File: src/design/lsuc_pkg.sv
package lsuc_pkg;

  // ---------------------------------------------------------------
  // Widths and field positions
  // ---------------------------------------------------------------
  localparam int LSUC_XLEN = 64;
  localparam int LSUC_PA_W = 34;
  localparam int LSUC_INSTR_W = 16;
  localparam int LSUC_IDX_W = 8;
  localparam int LSUC_CTL_STC_BIT = 7;
  localparam int LSUC_CTL_NOPROBE_BIT = 8;
  localparam int LSUC_CTL_RR_BIT = 9;
  localparam int LSUC_CTL_DATA_CACHE_ENABLE_BIT = 10;
  localparam int LSUC_CTL_FHIT_BIT = 11;
  localparam int LSUC_CTL_SIZE_BIT = 12;
  localparam int LSUC_CTL_FTAG_BIT = 13;
  localparam int LSUC_CTL_NOPAR_BIT = 14;
  localparam int LSUC_CTL_DINV_BIT = 15;
  localparam int LSUC_ALT_LSB = 3;
  localparam int LSUC_ALT_MSB = 4;
  localparam int LSUC_ALT_INSTR_BIT = 14;
  localparam int LSUC_CC_HALF = 32;
  localparam int LSUC_CC_ENA_BIT = 32;

  // ---------------------------------------------------------------
  // Timing
  // ---------------------------------------------------------------
  localparam logic [1:0] LSUC_HIDE_CYCLES = 2'h2;
  localparam logic [31:0] LSUC_CC_STEP = 32'h00000001;

  // ---------------------------------------------------------------
  // Types
  // ---------------------------------------------------------------
  typedef enum logic [1:0] {
    LSUC_MODE_KERNEL = 2'h0,
    LSUC_MODE_EXEC = 2'h1,
    LSUC_MODE_SUPER = 2'h2,
    LSUC_MODE_USER = 2'h3
  } lsuc_mode_e;

  typedef enum logic [1:0] {
    LSUC_IPR_LSU_CTL = 2'h0,
    LSUC_IPR_ALTERNATE_ACCESS_MODE = 2'h1,
    LSUC_IPR_CC = 2'h2,
    LSUC_IPR_CYCLE_COUNTER_CONTROL = 2'h3
  } lsuc_ipr_e;

  typedef struct packed {
    logic wr;
    logic rd;
    lsuc_ipr_e sel;
    logic [LSUC_XLEN-1:0] data;
  } lsuc_ipr_req_s;

  typedef struct packed {
    logic store_cond_relax;
    logic noprobe_noncacheable_mode;
    logic xlate_round_robin_sel;
    logic data_cache_enable;
    logic data_cache_force_hit;
    logic data_cache_size_sel;
    logic forced_tag_error;
    logic parity_check_disable;
    logic double_invalidate;
  } lsuc_ctl_s;

  localparam lsuc_ctl_s LSUC_CTL_RST = '0;
  localparam logic [LSUC_XLEN-1:0] LSUC_ZERO64 = 64'h0000000000000000;

  function automatic lsuc_ctl_s lsuc_unpack_ctl(input logic [LSUC_XLEN-1:0] v);
    lsuc_ctl_s c;
    c.store_cond_relax = v[LSUC_CTL_STC_BIT];
    c.noprobe_noncacheable_mode = v[LSUC_CTL_NOPROBE_BIT];
    c.xlate_round_robin_sel = v[LSUC_CTL_RR_BIT];
    c.data_cache_enable = v[LSUC_CTL_DATA_CACHE_ENABLE_BIT];
    c.data_cache_force_hit = v[LSUC_CTL_FHIT_BIT];
    c.data_cache_size_sel = v[LSUC_CTL_SIZE_BIT];
    c.forced_tag_error = v[LSUC_CTL_FTAG_BIT];
    c.parity_check_disable = v[LSUC_CTL_NOPAR_BIT];
    c.double_invalidate = v[LSUC_CTL_DINV_BIT];
    return c;
  endfunction : lsuc_unpack_ctl

endpackage : lsuc_pkg

File: src/design/lsuc_cycle_counter.sv
`timescale 1ns/1ps
module lsuc_cycle_counter
  import lsuc_pkg::*;
(
  // Clock and reset
  input wire logic clk_sys_in,
  input wire logic rst_n_in,
  // Writes
  input wire logic wr_offset_in,
  input wire logic wr_ctl_in,
  input wire logic [LSUC_XLEN-1:0] src_data_in,
  // State
  output logic [LSUC_XLEN-1:0] cc_value_out,
  output logic counting_out
);

  typedef struct packed {
    logic [LSUC_CC_HALF-1:0] offset;
    logic [LSUC_CC_HALF-1:0] count;
    logic ena;
  } lsuc_cc_s;

  lsuc_cc_s st_q;
  lsuc_cc_s st_d;

  always_comb begin
    st_d = st_q;
    if (st_q.ena) begin
      st_d.count = st_q.count + LSUC_CC_STEP;
    end
    if (wr_offset_in) begin
      st_d.offset = src_data_in[LSUC_XLEN-1:LSUC_CC_HALF];
    end
    if (wr_ctl_in) begin
      st_d.count = src_data_in[LSUC_CC_HALF-1:0];
      st_d.ena = src_data_in[LSUC_CC_ENA_BIT];
    end
  end

  always_ff @(posedge clk_sys_in or negedge rst_n_in) begin
    if (!rst_n_in) begin
      st_q <= '0;
    end else begin
      st_q <= st_d;
    end
  end

  assign cc_value_out = {st_q.offset, st_q.count};
  assign counting_out = st_q.ena;

endmodule : lsuc_cycle_counter

File: src/design/lsuc_inval_ctl.sv
`timescale 1ns/1ps
module lsuc_inval_ctl
  import lsuc_pkg::*;
(
  // Clock and reset
  input wire logic clk_sys_in,
  input wire logic rst_n_in,
  // Pins
  input wire logic [1:0] inval_req_in,
  input wire logic [LSUC_IDX_W-1:0] inval_addr_in,
  // Control
  input wire logic double_en_in,
  // Cache side
  output logic [1:0] blk_inval_out,
  output logic [LSUC_IDX_W-1:0] blk_index_out
);

  // Three-stage synchronisers; only stages two and three are compared.
  typedef struct packed {
    logic [2:0][1:0] req_sync;
    logic [2:0][LSUC_IDX_W-1:0] adr_sync;
    logic [1:0] req_seen;
    logic [1:0] blk;
    logic [LSUC_IDX_W-1:0] idx;
  } lsuc_inv_s;

  lsuc_inv_s st_q;
  lsuc_inv_s st_d;
  logic [1:0] agreed;
  logic [1:0] rise;

  always_comb begin
    st_d = st_q;
    st_d.req_sync = {st_q.req_sync[1:0], inval_req_in};
    st_d.adr_sync = {st_q.adr_sync[1:0], inval_addr_in};
    agreed = st_q.req_sync[1] & st_q.req_sync[2];
    rise = agreed & ~st_q.req_seen;
    // Each line keeps its own agreed level, so noise on one line cannot re-arm the other.
    st_d.req_seen = agreed | (st_q.req_seen & (st_q.req_sync[1] | st_q.req_sync[2]));
    st_d.blk = {rise[1] | (rise[0] & double_en_in), rise[0]};
    if (rise != 2'h0) begin
      st_d.idx = st_q.adr_sync[2];
    end
  end

  always_ff @(posedge clk_sys_in or negedge rst_n_in) begin
    if (!rst_n_in) begin
      st_q <= '0;
    end else begin
      st_q <= st_d;
    end
  end

  assign blk_inval_out = st_q.blk;
  assign blk_index_out = st_q.idx;

endmodule : lsuc_inval_ctl

File: src/design/lsuc_regs.sv
`timescale 1ns/1ps
module lsuc_regs
  import lsuc_pkg::*;
(
  // Clock and reset
  input wire logic clk_sys_in,
  input wire logic rst_n_in,
  // Processor register moves
  input wire lsuc_ipr_req_s ipr_req_in,
  input wire logic read_cycle_count_instr_in,
  output logic [LSUC_XLEN-1:0] read_data_out,
  output logic read_valid_out,
  // Locked operations
  input wire logic locked_op_valid_in,
  input wire logic [LSUC_PA_W-1:0] locked_op_addr_in,
  input wire logic cond_store_to_biu_in,
  output logic lock_conforming_out,
  output logic cond_result_unpredictable_out,
  output logic mem_pipe_restart_out,
  output logic dc_line_inval_out,
  output logic [LSUC_PA_W-1:0] dc_line_addr_out,
  output logic inval_hidden_out,
  // External reads
  input wire logic ext_read_valid_in,
  input wire logic ext_read_probed_in,
  input wire logic ext_read_cacheable_in,
  output logic ext_read_noncacheable_out,
  // Cache and translation buffer steering
  output logic dtb_round_robin_out,
  output logic dcache_enable_out,
  output logic dcache_flush_out,
  output logic dcache_size_16k_out,
  output logic icache_parity_check_en_out,
  output logic dcache_parity_check_en_out,
  // Data references and fills
  input wire logic dstream_ref_valid_in,
  input wire logic dcache_tag_match_in,
  output logic dcache_hit_out,
  input wire logic fill_valid_in,
  input wire logic fill_tag_parity_in,
  output logic fill_tag_parity_out,
  // External invalidate pins
  input wire logic [1:0] external_invalidate_request_in,
  input wire logic [LSUC_IDX_W-1:0] invalidate_address_in,
  output logic [1:0] dc_block_inval_out,
  output logic [LSUC_IDX_W-1:0] dc_block_index_out,
  // Privileged memory access mode
  input wire logic priv_mem_valid_in,
  input wire logic [LSUC_INSTR_W-1:0] priv_instr_in,
  input wire lsuc_mode_e current_mode_in,
  output lsuc_mode_e access_mode_out,
  // Cycle counter
  output logic cycle_counting_out
);

  // ---------------------------------------------------------------
  // State
  // ---------------------------------------------------------------
  typedef struct packed {
    lsuc_ctl_s ctl;
    lsuc_mode_e alternate_access_mode;
    logic [LSUC_XLEN-1:0] rd_data;
    logic rd_valid;
    logic flush;
    logic line_inval;
    logic [LSUC_PA_W-1:0] line_addr;
    logic [1:0] hide_cnt;
    logic restart;
    logic noncacheable;
    logic hit;
    logic fill_par;
    lsuc_mode_e acc_mode;
  } lsuc_st_s;

  lsuc_st_s st_q;
  lsuc_st_s st_d;
  logic wr_ctl;
  logic wr_alt;
  logic wr_cc;
  logic wr_cycle_counter_control;
  logic [LSUC_XLEN-1:0] cc_value;
  logic cc_counting;

  assign wr_ctl = ipr_req_in.wr && (ipr_req_in.sel == LSUC_IPR_LSU_CTL);
  assign wr_alt = ipr_req_in.wr && (ipr_req_in.sel == LSUC_IPR_ALTERNATE_ACCESS_MODE);
  assign wr_cc = ipr_req_in.wr && (ipr_req_in.sel == LSUC_IPR_CC);
  assign wr_cycle_counter_control = ipr_req_in.wr && (ipr_req_in.sel == LSUC_IPR_CYCLE_COUNTER_CONTROL);

  // ---------------------------------------------------------------
  // Sub-blocks
  // ---------------------------------------------------------------
  lsuc_cycle_counter u_cc (
    .clk_sys_in(clk_sys_in),
    .rst_n_in(rst_n_in),
    .wr_offset_in(wr_cc),
    .wr_ctl_in(wr_cycle_counter_control),
    .src_data_in(ipr_req_in.data),
    .cc_value_out(cc_value),
    .counting_out(cc_counting)
  );

  lsuc_inval_ctl u_inv (
    .clk_sys_in(clk_sys_in),
    .rst_n_in(rst_n_in),
    .inval_req_in(external_invalidate_request_in),
    .inval_addr_in(invalidate_address_in),
    .double_en_in(st_q.ctl.double_invalidate),
    .blk_inval_out(dc_block_inval_out),
    .blk_index_out(dc_block_index_out)
  );

  // ---------------------------------------------------------------
  // Next state
  // ---------------------------------------------------------------
  always_comb begin
    st_d = st_q;
    st_d.flush = 1'b0;
    st_d.line_inval = 1'b0;
    st_d.restart = 1'b0;
    if (wr_ctl) begin
      st_d.ctl = lsuc_unpack_ctl(ipr_req_in.data);
      st_d.flush = !ipr_req_in.data[LSUC_CTL_DATA_CACHE_ENABLE_BIT];
    end
    if (wr_alt) begin
      st_d.alternate_access_mode = lsuc_mode_e'(ipr_req_in.data[LSUC_ALT_MSB:LSUC_ALT_LSB]);
    end
    st_d.rd_valid = ipr_req_in.rd || read_cycle_count_instr_in;
    if (read_cycle_count_instr_in || (ipr_req_in.rd && (ipr_req_in.sel == LSUC_IPR_CC))) begin
      st_d.rd_data = cc_value;
    end else if (ipr_req_in.rd) begin
      // Write-only registers read as zero.
      st_d.rd_data = LSUC_ZERO64;
    end
    if (st_q.hide_cnt != 2'h0) begin
      st_d.hide_cnt = st_q.hide_cnt - 2'h1;
    end
    if (st_q.ctl.store_cond_relax && locked_op_valid_in) begin
      st_d.line_inval = 1'b1;
      st_d.line_addr = locked_op_addr_in;
      st_d.hide_cnt = LSUC_HIDE_CYCLES;
    end
    st_d.restart = st_q.ctl.store_cond_relax && cond_store_to_biu_in;
    if (ext_read_valid_in) begin
      st_d.noncacheable = !ext_read_cacheable_in ||
        (st_q.ctl.noprobe_noncacheable_mode && !ext_read_probed_in);
    end
    if (dstream_ref_valid_in) begin
      st_d.hit = st_q.ctl.data_cache_force_hit || (st_q.ctl.data_cache_enable && dcache_tag_match_in);
    end
    if (fill_valid_in) begin
      st_d.fill_par = fill_tag_parity_in ^ st_q.ctl.forced_tag_error;
    end
    if (priv_mem_valid_in) begin
      st_d.acc_mode = priv_instr_in[LSUC_ALT_INSTR_BIT] ? st_q.alternate_access_mode : current_mode_in;
    end
  end

  always_ff @(posedge clk_sys_in or negedge rst_n_in) begin
    if (!rst_n_in) begin
      st_q <= '0;
    end else begin
      st_q <= st_d;
    end
  end

  // ---------------------------------------------------------------
  // Outputs
  // ---------------------------------------------------------------
  assign read_data_out = st_q.rd_data;
  assign read_valid_out = st_q.rd_valid;
  assign lock_conforming_out = !st_q.ctl.store_cond_relax;
  assign cond_result_unpredictable_out = st_q.ctl.store_cond_relax;
  assign mem_pipe_restart_out = st_q.restart;
  assign dc_line_inval_out = st_q.line_inval;
  assign dc_line_addr_out = st_q.line_addr;
  // The cache must not let lookups in this window see the invalidated line as gone.
  assign inval_hidden_out = (st_q.hide_cnt != 2'h0);
  assign ext_read_noncacheable_out = st_q.noncacheable;
  assign dtb_round_robin_out = st_q.ctl.xlate_round_robin_sel;
  assign dcache_enable_out = st_q.ctl.data_cache_enable;
  assign dcache_flush_out = st_q.flush;
  assign dcache_size_16k_out = st_q.ctl.data_cache_size_sel;
  assign icache_parity_check_en_out = !st_q.ctl.parity_check_disable;
  assign dcache_parity_check_en_out = !st_q.ctl.parity_check_disable;
  assign dcache_hit_out = st_q.hit;
  assign fill_tag_parity_out = st_q.fill_par;
  assign access_mode_out = st_q.acc_mode;
  assign cycle_counting_out = cc_counting;
endmodule : lsuc_regs

File: config.mk
export PLATFORM = sky130hd
export DESIGN_NAME = lsuc_regs
export DESIGN_NICKNAME = d
export VERILOG_FILES = /design/src/design/lsuc_pkg.sv /design/src/design/lsuc_cycle_counter.sv /design/src/design/lsuc_inval_ctl.sv /design/src/design/lsuc_regs.sv
export SDC_FILE = /design/constraint.sdc
export NUM_CORES = 1
export LEC_CHECK = 0
export ABC_AREA = 1
export BUFFER_PORTS_ARGS = -buffer_cell sky130_fd_sc_hd__buf_4
export CAP_MARGIN = 10
export CORE_AREA = 8 8 143 145
export DETAILED_ROUTE_END_ITERATION = 6
export DIE_AREA = 0 0 151 153
export PLACE_DENSITY = 0.86
export SLEW_MARGIN = 30
export SYNTH_ARGS = -nofsm -noshare
export SYNTH_HDL_FRONTEND = slang
export SYNTH_SLANG_ARGS = --single-unit
File: constraint.sdc
create_clock -name clk_sys_in -period 4.7 [get_ports clk_sys_in]
set_clock_uncertainty 0.15 [all_clocks]
set_input_delay 0.705 -clock clk_sys_in [delete_from_list [all_inputs] [get_ports clk_sys_in]]
set_output_delay 0.705 -clock clk_sys_in [all_outputs]
set_load 0.01 [all_outputs]
# Word level (Yosys, flattened, before mapping)
# Index checks and enable logic that the tools add are counted.
# totals
register_bits	227
output_inout_bits	126
# classes
add_sub_neg	2
n_eq_ne	3
n_mux	8
n_bitwise	9
n_reduce_logical	24
# op_table
cell	count
$mux W64	2
$mux W37	1
$mux W33	1
$add A32 B1 Y32 const B	1
$mux W32	1
$reduce_bool A2 Y1	5
$logic_and A1 B1 Y1	9
$and A2 B2 Y2	3
$logic_not A1 Y1	5
$eq A2 B2 Y1 const B	2
$logic_or A1 B1 Y1	4
$mux W2	2
$or A2 B2 Y2	2
$eq A2 B1 Y1 const B	1
$logic_not A2 Y1	1
$not A2 Y2	1
$sub A2 B1 Y2 const B	1
$and A1 B1 Y1	1
$mux W1	1
$or A1 B1 Y1	1
$xor A1 B1 Y1	1

# Longest topological paths before layout
# Gate-level depths: netlist of run 1.
# logic_depth
word_depth	4
ltp_mapped	10

# Hierarchy
# A second synthesis of run 1 with hierarchy kept.
# hier_totals
cells_unflattened	1123
area_unflattened_um2	10417.5
# modules_own_cells
module	instances	cells_each	area_each_um2	seq_area_each_um2
lsuc_regs	1	625	5641.7	3002.9
lsuc_cycle_counter	1	412	3464.6	1626.6
lsuc_inval_ctl	1	86	1311.3	1051.0

# Least setup slack after synthesis of run 1
# No wires, ideal clock.
# synth_timing
path_kind	input-to-reg
startpoint	in ipr_req_in[66] (netlist name)
endpoint	reg st_q, in the netlist read_data_out[0]
arrival_ns	1.484
required_ns	4.467
slack_ns	2.984
path_stages	4
path_buffers	2
cell_sequence	or2_2 > buf_2 > clkbuf_1 > o22ai_1
# synth_between
elab_chain_len	3
elab_cells_between_ends	4
classes_between	mux (1); reduce/logical (3)
# synth_lines
element	line_no	text
start, declared	lsuc_regs.sv:9	input wire lsuc_ipr_req_s ipr_req_in,
$logic_and A1 B1 Y1	lsuc_regs.sv:128	if (read_cycle_count_instr_in || (ipr_req_in.rd && (ipr_req_in.sel == LSUC_IPR_CC))) begin
$logic_or A1 B1 Y1	lsuc_regs.sv:128	
$mux W64 / $reduce_bool A2 Y1 (equally long branches)	-	
end signal, assigned	lsuc_regs.sv:162	st_q <= st_d;
end, declared	lsuc_regs.sv:75	lsuc_st_s st_q;
# Several ways; a longest one is shown, not always the timed one.
# A chain may end at the register's enable or synchronous reset.

# Worst setup path after layout of run 1
# layout_timing
startpoint	reg st_q[6] (netlist name)
endpoint	out inval_hidden_out
# layout_between
elab_chain_len	1
# layout_lines
element	line_no	text
$reduce_bool A2 Y1	lsuc_regs.sv:177	assign inval_hidden_out = (st_q.hide_cnt != 2'h0);
end, declared	lsuc_regs.sv:22	output logic inval_hidden_out,
# Every way passes these cells.

==> results.toml, run 1 <==
[status]
status = "completed"

[worst_setup_path]
crit_path_frequent_cell = "inv_1"
crit_type = "reg2out"
startpoint_type = "flop"
reg2reg_from = "u_cc.cc_value_out[1]"
worstPathArrival_ns = 1.41
crit_buf_inv = 3
critPathMaxStageDelay_ns = 0.36
r2r_slack_ns = 2.92
slowest_stage = "dfrtp_1"
required_ns = 3.85
path_cells = "inv_1 > ha_1 > inv_1 > buf_4"
cp_top_family = "flip-flops"
worst-path-max-fanout = 5
r2r-end = "u_cc.cc_value_out[30]"
cp-startpoint = "st_q[6]"
worstRegToRegCells = 10
cp-end-kind = "primary output"

[global_routing]
first_global_vias = 7769
gr-usage-all-layers_pct = 21.5
grt_pass1_wl_mm = 40.1
antenna_found_initial = 0
grt-ovfl-total = 0
grt_max_degree = 118

[floorplan]
dieArea_um2 = 23100
die_x_um = 151
core_area_um2 = 18300
floorplan.initialDensity_pct = 55.7
rows = 50
fp.dieH_um = 153
ioPinCount = 269

[route]
wl_per_cell_um = 16.2
drt_iter0_drc = 351
drtAntennaViolNets = 0
dr.pass1.iters = 5
wirelength_mm = 25.4
detail_route.vias_per_cell = 4.98
drc = 0
num_vias = 7801

[synth]
netlist_area_um2 = 10200
synthCells = 1172
synthesis.area_per_instance_um2 = 8.67
syn_nets = 1317
seq_area_frac_synth_pct = 55.9
ys_ff_latch = 227
synth_warnings = 0
synth.distinct_cells = 27

[sta]
fmax_mhz = 442
holdWs_ns = 0.142
setup_tns_ns = 0
hold_viol_final = 0
setup_violations = 0
fin_crit_sh_pct = 48.2
worstMarginPinSlew_ns = 0.914
maxSlewViolCount = 0
fin_crit_ns = 2.26
grt_setup_unrepaired = "false"
slew_headroom_pct = 39.0

[power]
power.density_nw_per_um2 = 486
ir_drop_mv = 0.369
cellLeakagePower_nw = 6.45

[layout]
drive_above_1_share_pct = 23.9
final_common_cell = "nand2_1"
stdcell_count = 1568
fin_nets = 1462
diodes = 0
area_growth_pct = 21.0
final_cell_mix = "nand2_1, buf_4, dfrtp_1"

[cts]
root_buffer = "clkbuf_16"
clkTransAtPathRegs_ns = 0.06
cts_buffers = 25
clkLatencyLatePin_ns = 0.52
numClockSinks = 227
cts_max_path_buffers = 3
h-tree-depth = 1
postCtsSetupBuffers = 0
tritoncts = "yes"

[worst_hold_path]
min_path_type = "in2reg"
hp-start = "invalidate_address_in[4]"
hold_depth = 1
min_to = "u_inv.st_d[24]"

[placement]
dp_cells = 1522
dp.final_hpwl_mm = 18.5
port_buffers = 253
routabilityCongestion = 0.925

[flow_run]
cap_violations = 0
kinds of logic (layout without fill, tap and decap cells):
family                     after synthesis  after routing  synth area share [%]
and+or+nand+nor                        440            440                  17.1
adders and majority gates                2              2                 0.246
AOI/OAI and AO/OA                      164            164                  9.42
buffers and inverters                  330            492                  16.6
DFF                                    227            227                  55.9
xor gates and xnor gates                 9              9                 0.775
power by group:
group	total [mW]	internal, mW	switching (mW)
combinational	1.46	0.659	0.805
sequential	2.64	2.36	0.274
clock	1.87	1.10	0.775
total	5.97	4.12	1.85
layer usage:
layer / share of wire [%] / up-vias / track usage, %
li1: - / 3817 / -
met5: 0 / - / 0
met4: 3.1 / 0 / 7.64
met3: 7.9 / 43 / 5.02
met1: 40 / 3672 / 26.6
met2: 49 / 269 / 36.0
worst max-delay path by stage:
stage                                       to  cells after the start
final                         inval_hidden_out                      4
after CTS                 dc_line_addr_out[12]                      5
after detailed placement   dc_line_addr_out[2]                      6
after floorplan               read_data_out[0]                      4
after global placement     dc_line_addr_out[2]                      6
after global routing          inval_hidden_out                      4
cells in the mapped netlist:
library cell  instances  area (um^2)
nand2_1             317         1190
dfrtp_1             227         5680
inv_1               183          687
buf_4               112          841
nor2_1               87          327
o22ai_1              71          444
a21oi_1              41          205
o21ai_0              36          180
nand3_1              23          115
buf_2                19         95.1
clkbuf_1             14         52.6
xor2_1                8         70.1
nor2_4                5         56.3
nor2_2                4         25.0
o211ai_1              4         30.0
o221ai_1              4         35.0
a31oi_1               3         18.8
o21bai_1              3         22.5
ha_1                  2         25.0
nand2_2               2         12.5
a31o_2                1         8.76
a31oi_2               1         12.5
clkinv_1              1         3.75
inv_2                 1         3.75
nand3_2               1         10.0
or2_2                 1         6.26
xnor2_1               1         8.76
worst reg2reg max path, stage by stage, from the launching register on:
cell and delay [ns]:
dfrtp_1 0.40, ha_1 0.21, nand2_1 0.10, nor2_4 0.15, nand2_1 0.07, nor2_1 0.30, nand2_1 0.09, nand2_1 0.06
nand2_1 0.04, nand2_1 0.05, nand2_1 0.05
through the flow:
stage	total power, mW	area (um^2)	util, %	setup WS [ns]
CTS	6.02	12300	67.1	2.19
global route	6.31	12300	67.3	2.34
global placement	4.07	11400	62.6	2.01
finish	5.97	12300	67.3	2.44
floorplan	3.67	10200	-	2.98
detailed placement	4.13	11500	62.8	1.95
what timing repair did:
| item | in CTS | in global routing |
|---|---|---|
| hold buffers | 0 | 1 |
| setup endpoints to repair | 0 | 0 |
| endpoints found under the hold margin | 0 | 31 |
| resized for setup | 0 | 0 |
area by class of cell:
class / count / area, um^2
inverters: 185 / 694
well taps: 234 / 293
multi-input cells: 615 / 2820
clock buffers: 35 / 703
fillers: 1482 / 5970
flip-flops and latches: 227 / 5680
clock inverters: 9 / 82.6
repair buffers: 263 / 2020
flip-flops by register name, summed over array words and instances (netlist names), 2 cells and up:
signal,count
access_mode_out,2
read_data_out,64
u_inv.blk_index_out,8
u_cc.cc_value_out,64
u_inv.st_q,12
u_inv.blk_inval_out,2
u_inv.st_d,20
dc_line_addr_out,34
st_q,9
No activity file was read; power rests on OpenSTA's default activity.
==> inputs of run 2 (changes only) <==
Settings changed: CORE_AREA 8 8 143 145 to 8 8 148 150, DIE_AREA 0 0 151 153 to 0 0 156 158, PLACE_DENSITY 0.86 to 0.81.
Clock period 4.7 ns to 2.2 ns, I/O delays scaled along.
==> run 2 against run 1 <==
  * Register-to-register slack worse by 2.5 ns
  * Largest cell class unchanged
  * Clock power rose by 130%
  * Non-clock buffer count increased by 122
  * The run now ends with negative hold slack left
  * Final cell count is 9.9% higher
  * Worst hold slack lost 0.15 ns
  * Critical path type is now in2reg
  * Largest power group unchanged
  * Critical endpoint is now access_mode_out[0]
==> results.toml, run 2 (same netlist as run 1, synthesis figures left out) <==
[status]
status = "finished with violations"
failed_checks = "negative hold slack"

[worst_setup_path]
critPathMaxStageDelay_ns = 0.56
worstRegToRegCells = 10
crit_type = "in2reg"
worst-path-max-fanout = 1
r2r-end = "u_cc.cc_value_out[30]"
cp-startpoint = "current_mode_in[0]"
endpoint = "access_mode_out[0]"
crit_path_frequent_cell = "dlygate4sd3_1"
startpoint_type = "input port"
slowest_stage = "dlygate4sd3_1"
required_ns = 2.44
cp-end-kind = "flop"
path_cells = "dlygate4sd3_1 > buf_4 > nand2_1 > dlygate4sd3_1 > a31oi_1 > dlygate4sd3_1"
reg2reg_from = "u_cc.cc_value_out[1]"
worstPathArrival_ns = 2.25
r2r_slack_ns = 0.42

[cts]
postCtsHoldBufs = 118
numClockSinks = 227
ctsResizeCount = 0
h-tree-depth = 1
tritoncts = "yes"
clkLatencyLatePin_ns = 0.51
cts_buffers = 24
clkTransAtPathRegs_ns = 0.06
cts_max_path_buffers = 3
postCtsSetupBuffers = 0
root_buffer = "clkbuf_16"

[sta]
setup_violations = 0
hold_viol_final = 1
maxSlewViolCount = 0
fin_crit_ns = 2.01
fin_crit_sh_pct = 91.1
setup_tns_ns = 0
grt_setup_unrepaired = "false"
holdWs_ns = -0.00331
slew_headroom_pct = 48.1
fmax_mhz = 499
worstMarginPinSlew_ns = 0.779

[route]
drt_iter0_drc = 516
wl_per_cell_um = 16.5
drtAntennaViolNets = 0
dr.pass1.iters = 5
detail_route.vias_per_cell = 4.87
drc = 0
num_vias = 8394
wirelength_mm = 28.4

[layout]
area_growth_pct = 33.9
stdcell_count = 1724
drive_above_1_share_pct = 22.5
final_common_cell = "nand2_1"
diodes = 0
final_cell_mix = "nand2_1, buf_4, dfrtp_1"
fin_nets = 1583

[flow_run]
cap_violations = 0

[floorplan]
rows = 52
floorplan.initialDensity_pct = 51.6
ioPinCount = 269
die_x_um = 156
fp.dieH_um = 158
core_area_um2 = 19700
dieArea_um2 = 24600

[global_routing]
grt_pass1_wl_mm = 45.1
antenna_found_initial = 0
grt-ovfl-total = 0
grt_max_degree = 66
first_global_vias = 8598
gr-usage-all-layers_pct = 22.9

[power]
ir_drop_mv = 0.555
cellLeakagePower_nw = 6.98
power.density_nw_per_um2 = 976

[placement]
dp_cells = 1564
port_buffers = 253
dp.final_hpwl_mm = 18.3
routabilityCongestion = 0.903

[worst_hold_path]
min_path_type = "in2reg"
-- run 2: cell types whose count changed in the layout (fill, tap and decap cells not counted), moves of 2 or more --
cell / delta
clkinvlp_4: +2
buf_12: +4
clkinv_4: +2
buf_16: -2
buf_4: +3
bufinv_16: +3
dlygate4sd3_1: +117
clkbuf_1: -6
-- run 2: worst min-delay path by stage --
| stage | start | end | slack [ns] | cells after the start |
|---|---|---|---|---|
| floorplan | rst_n_in | access_mode_out[0] | -0.12 | 0 |
| global placement | rst_n_in | u_inv.st_q[31] | 0.13 | 1 |
| detailed placement | rst_n_in | u_inv.st_q[31] | 0.13 | 1 |
| CTS | ipr_req_in[15] | st_q[111] | 0.006 | 3 |
| global route | ipr_req_in[15] | st_q[111] | 0.01 | 3 |
| finish | ipr_req_in[15] | st_q[111] | -0.003 | 3 |
-- run 2: critical path, delay by kind of cell --
family / cells / cell delay, ns
AND/OR/NAND/NOR: 1 / 0.05
AO/OA/AOI/OAI: 1 / 0.08
buffers and inverters: 4 / 1.80
-- run 2: area by class of cell --
cell class                 count  area [um^2]
sequential                   227         5680
multi-input combinational    615         2820
clock buffer                  27          642
fill                        1462         6100
timing repair buffer         385         3240
clock inverter                15          201
tap                          270          338
inverter                     185          694
-- run 2: where the power goes --
part / switching [mW] / leakage, nW / internal [mW]
clock: 1.67 / 0.409 / 2.58
combinational: 1.82 / 3.82 / 1.56
sequential: 0.610 / 2.75 / 5.04
total: 4.10 / 6.98 / 9.18
-- run 2: routing by layer --
| layer | share of wire, % | routed length [um] | global-route usage [%] | up-vias |
|---|---|---|---|---|
| li1 | - | - | - | 4047 |
| met5 | 0 | 0 | 0 | - |
| met4 | 3.0 | 864 | 8.18 | 0 |
| met3 | 6.3 | 1790 | 4.40 | 56 |
| met1 | 42 | 11800 | 28.1 | 4001 |
| met2 | 49 | 13900 | 39.6 | 290 |
-- run 2: stage by stage --
step,total power [mW],cell area [um^2],setup WS (ns),utilization (%)
floorplan,7.85,10200,0.726,-
global route,14.0,13600,0.191,69.1
global placement,8.73,11600,0.291,58.8
detailed placement,8.86,11600,0.272,58.8
CTS,13.3,13600,0.255,69.1
finish,13.3,13600,0.195,69.1
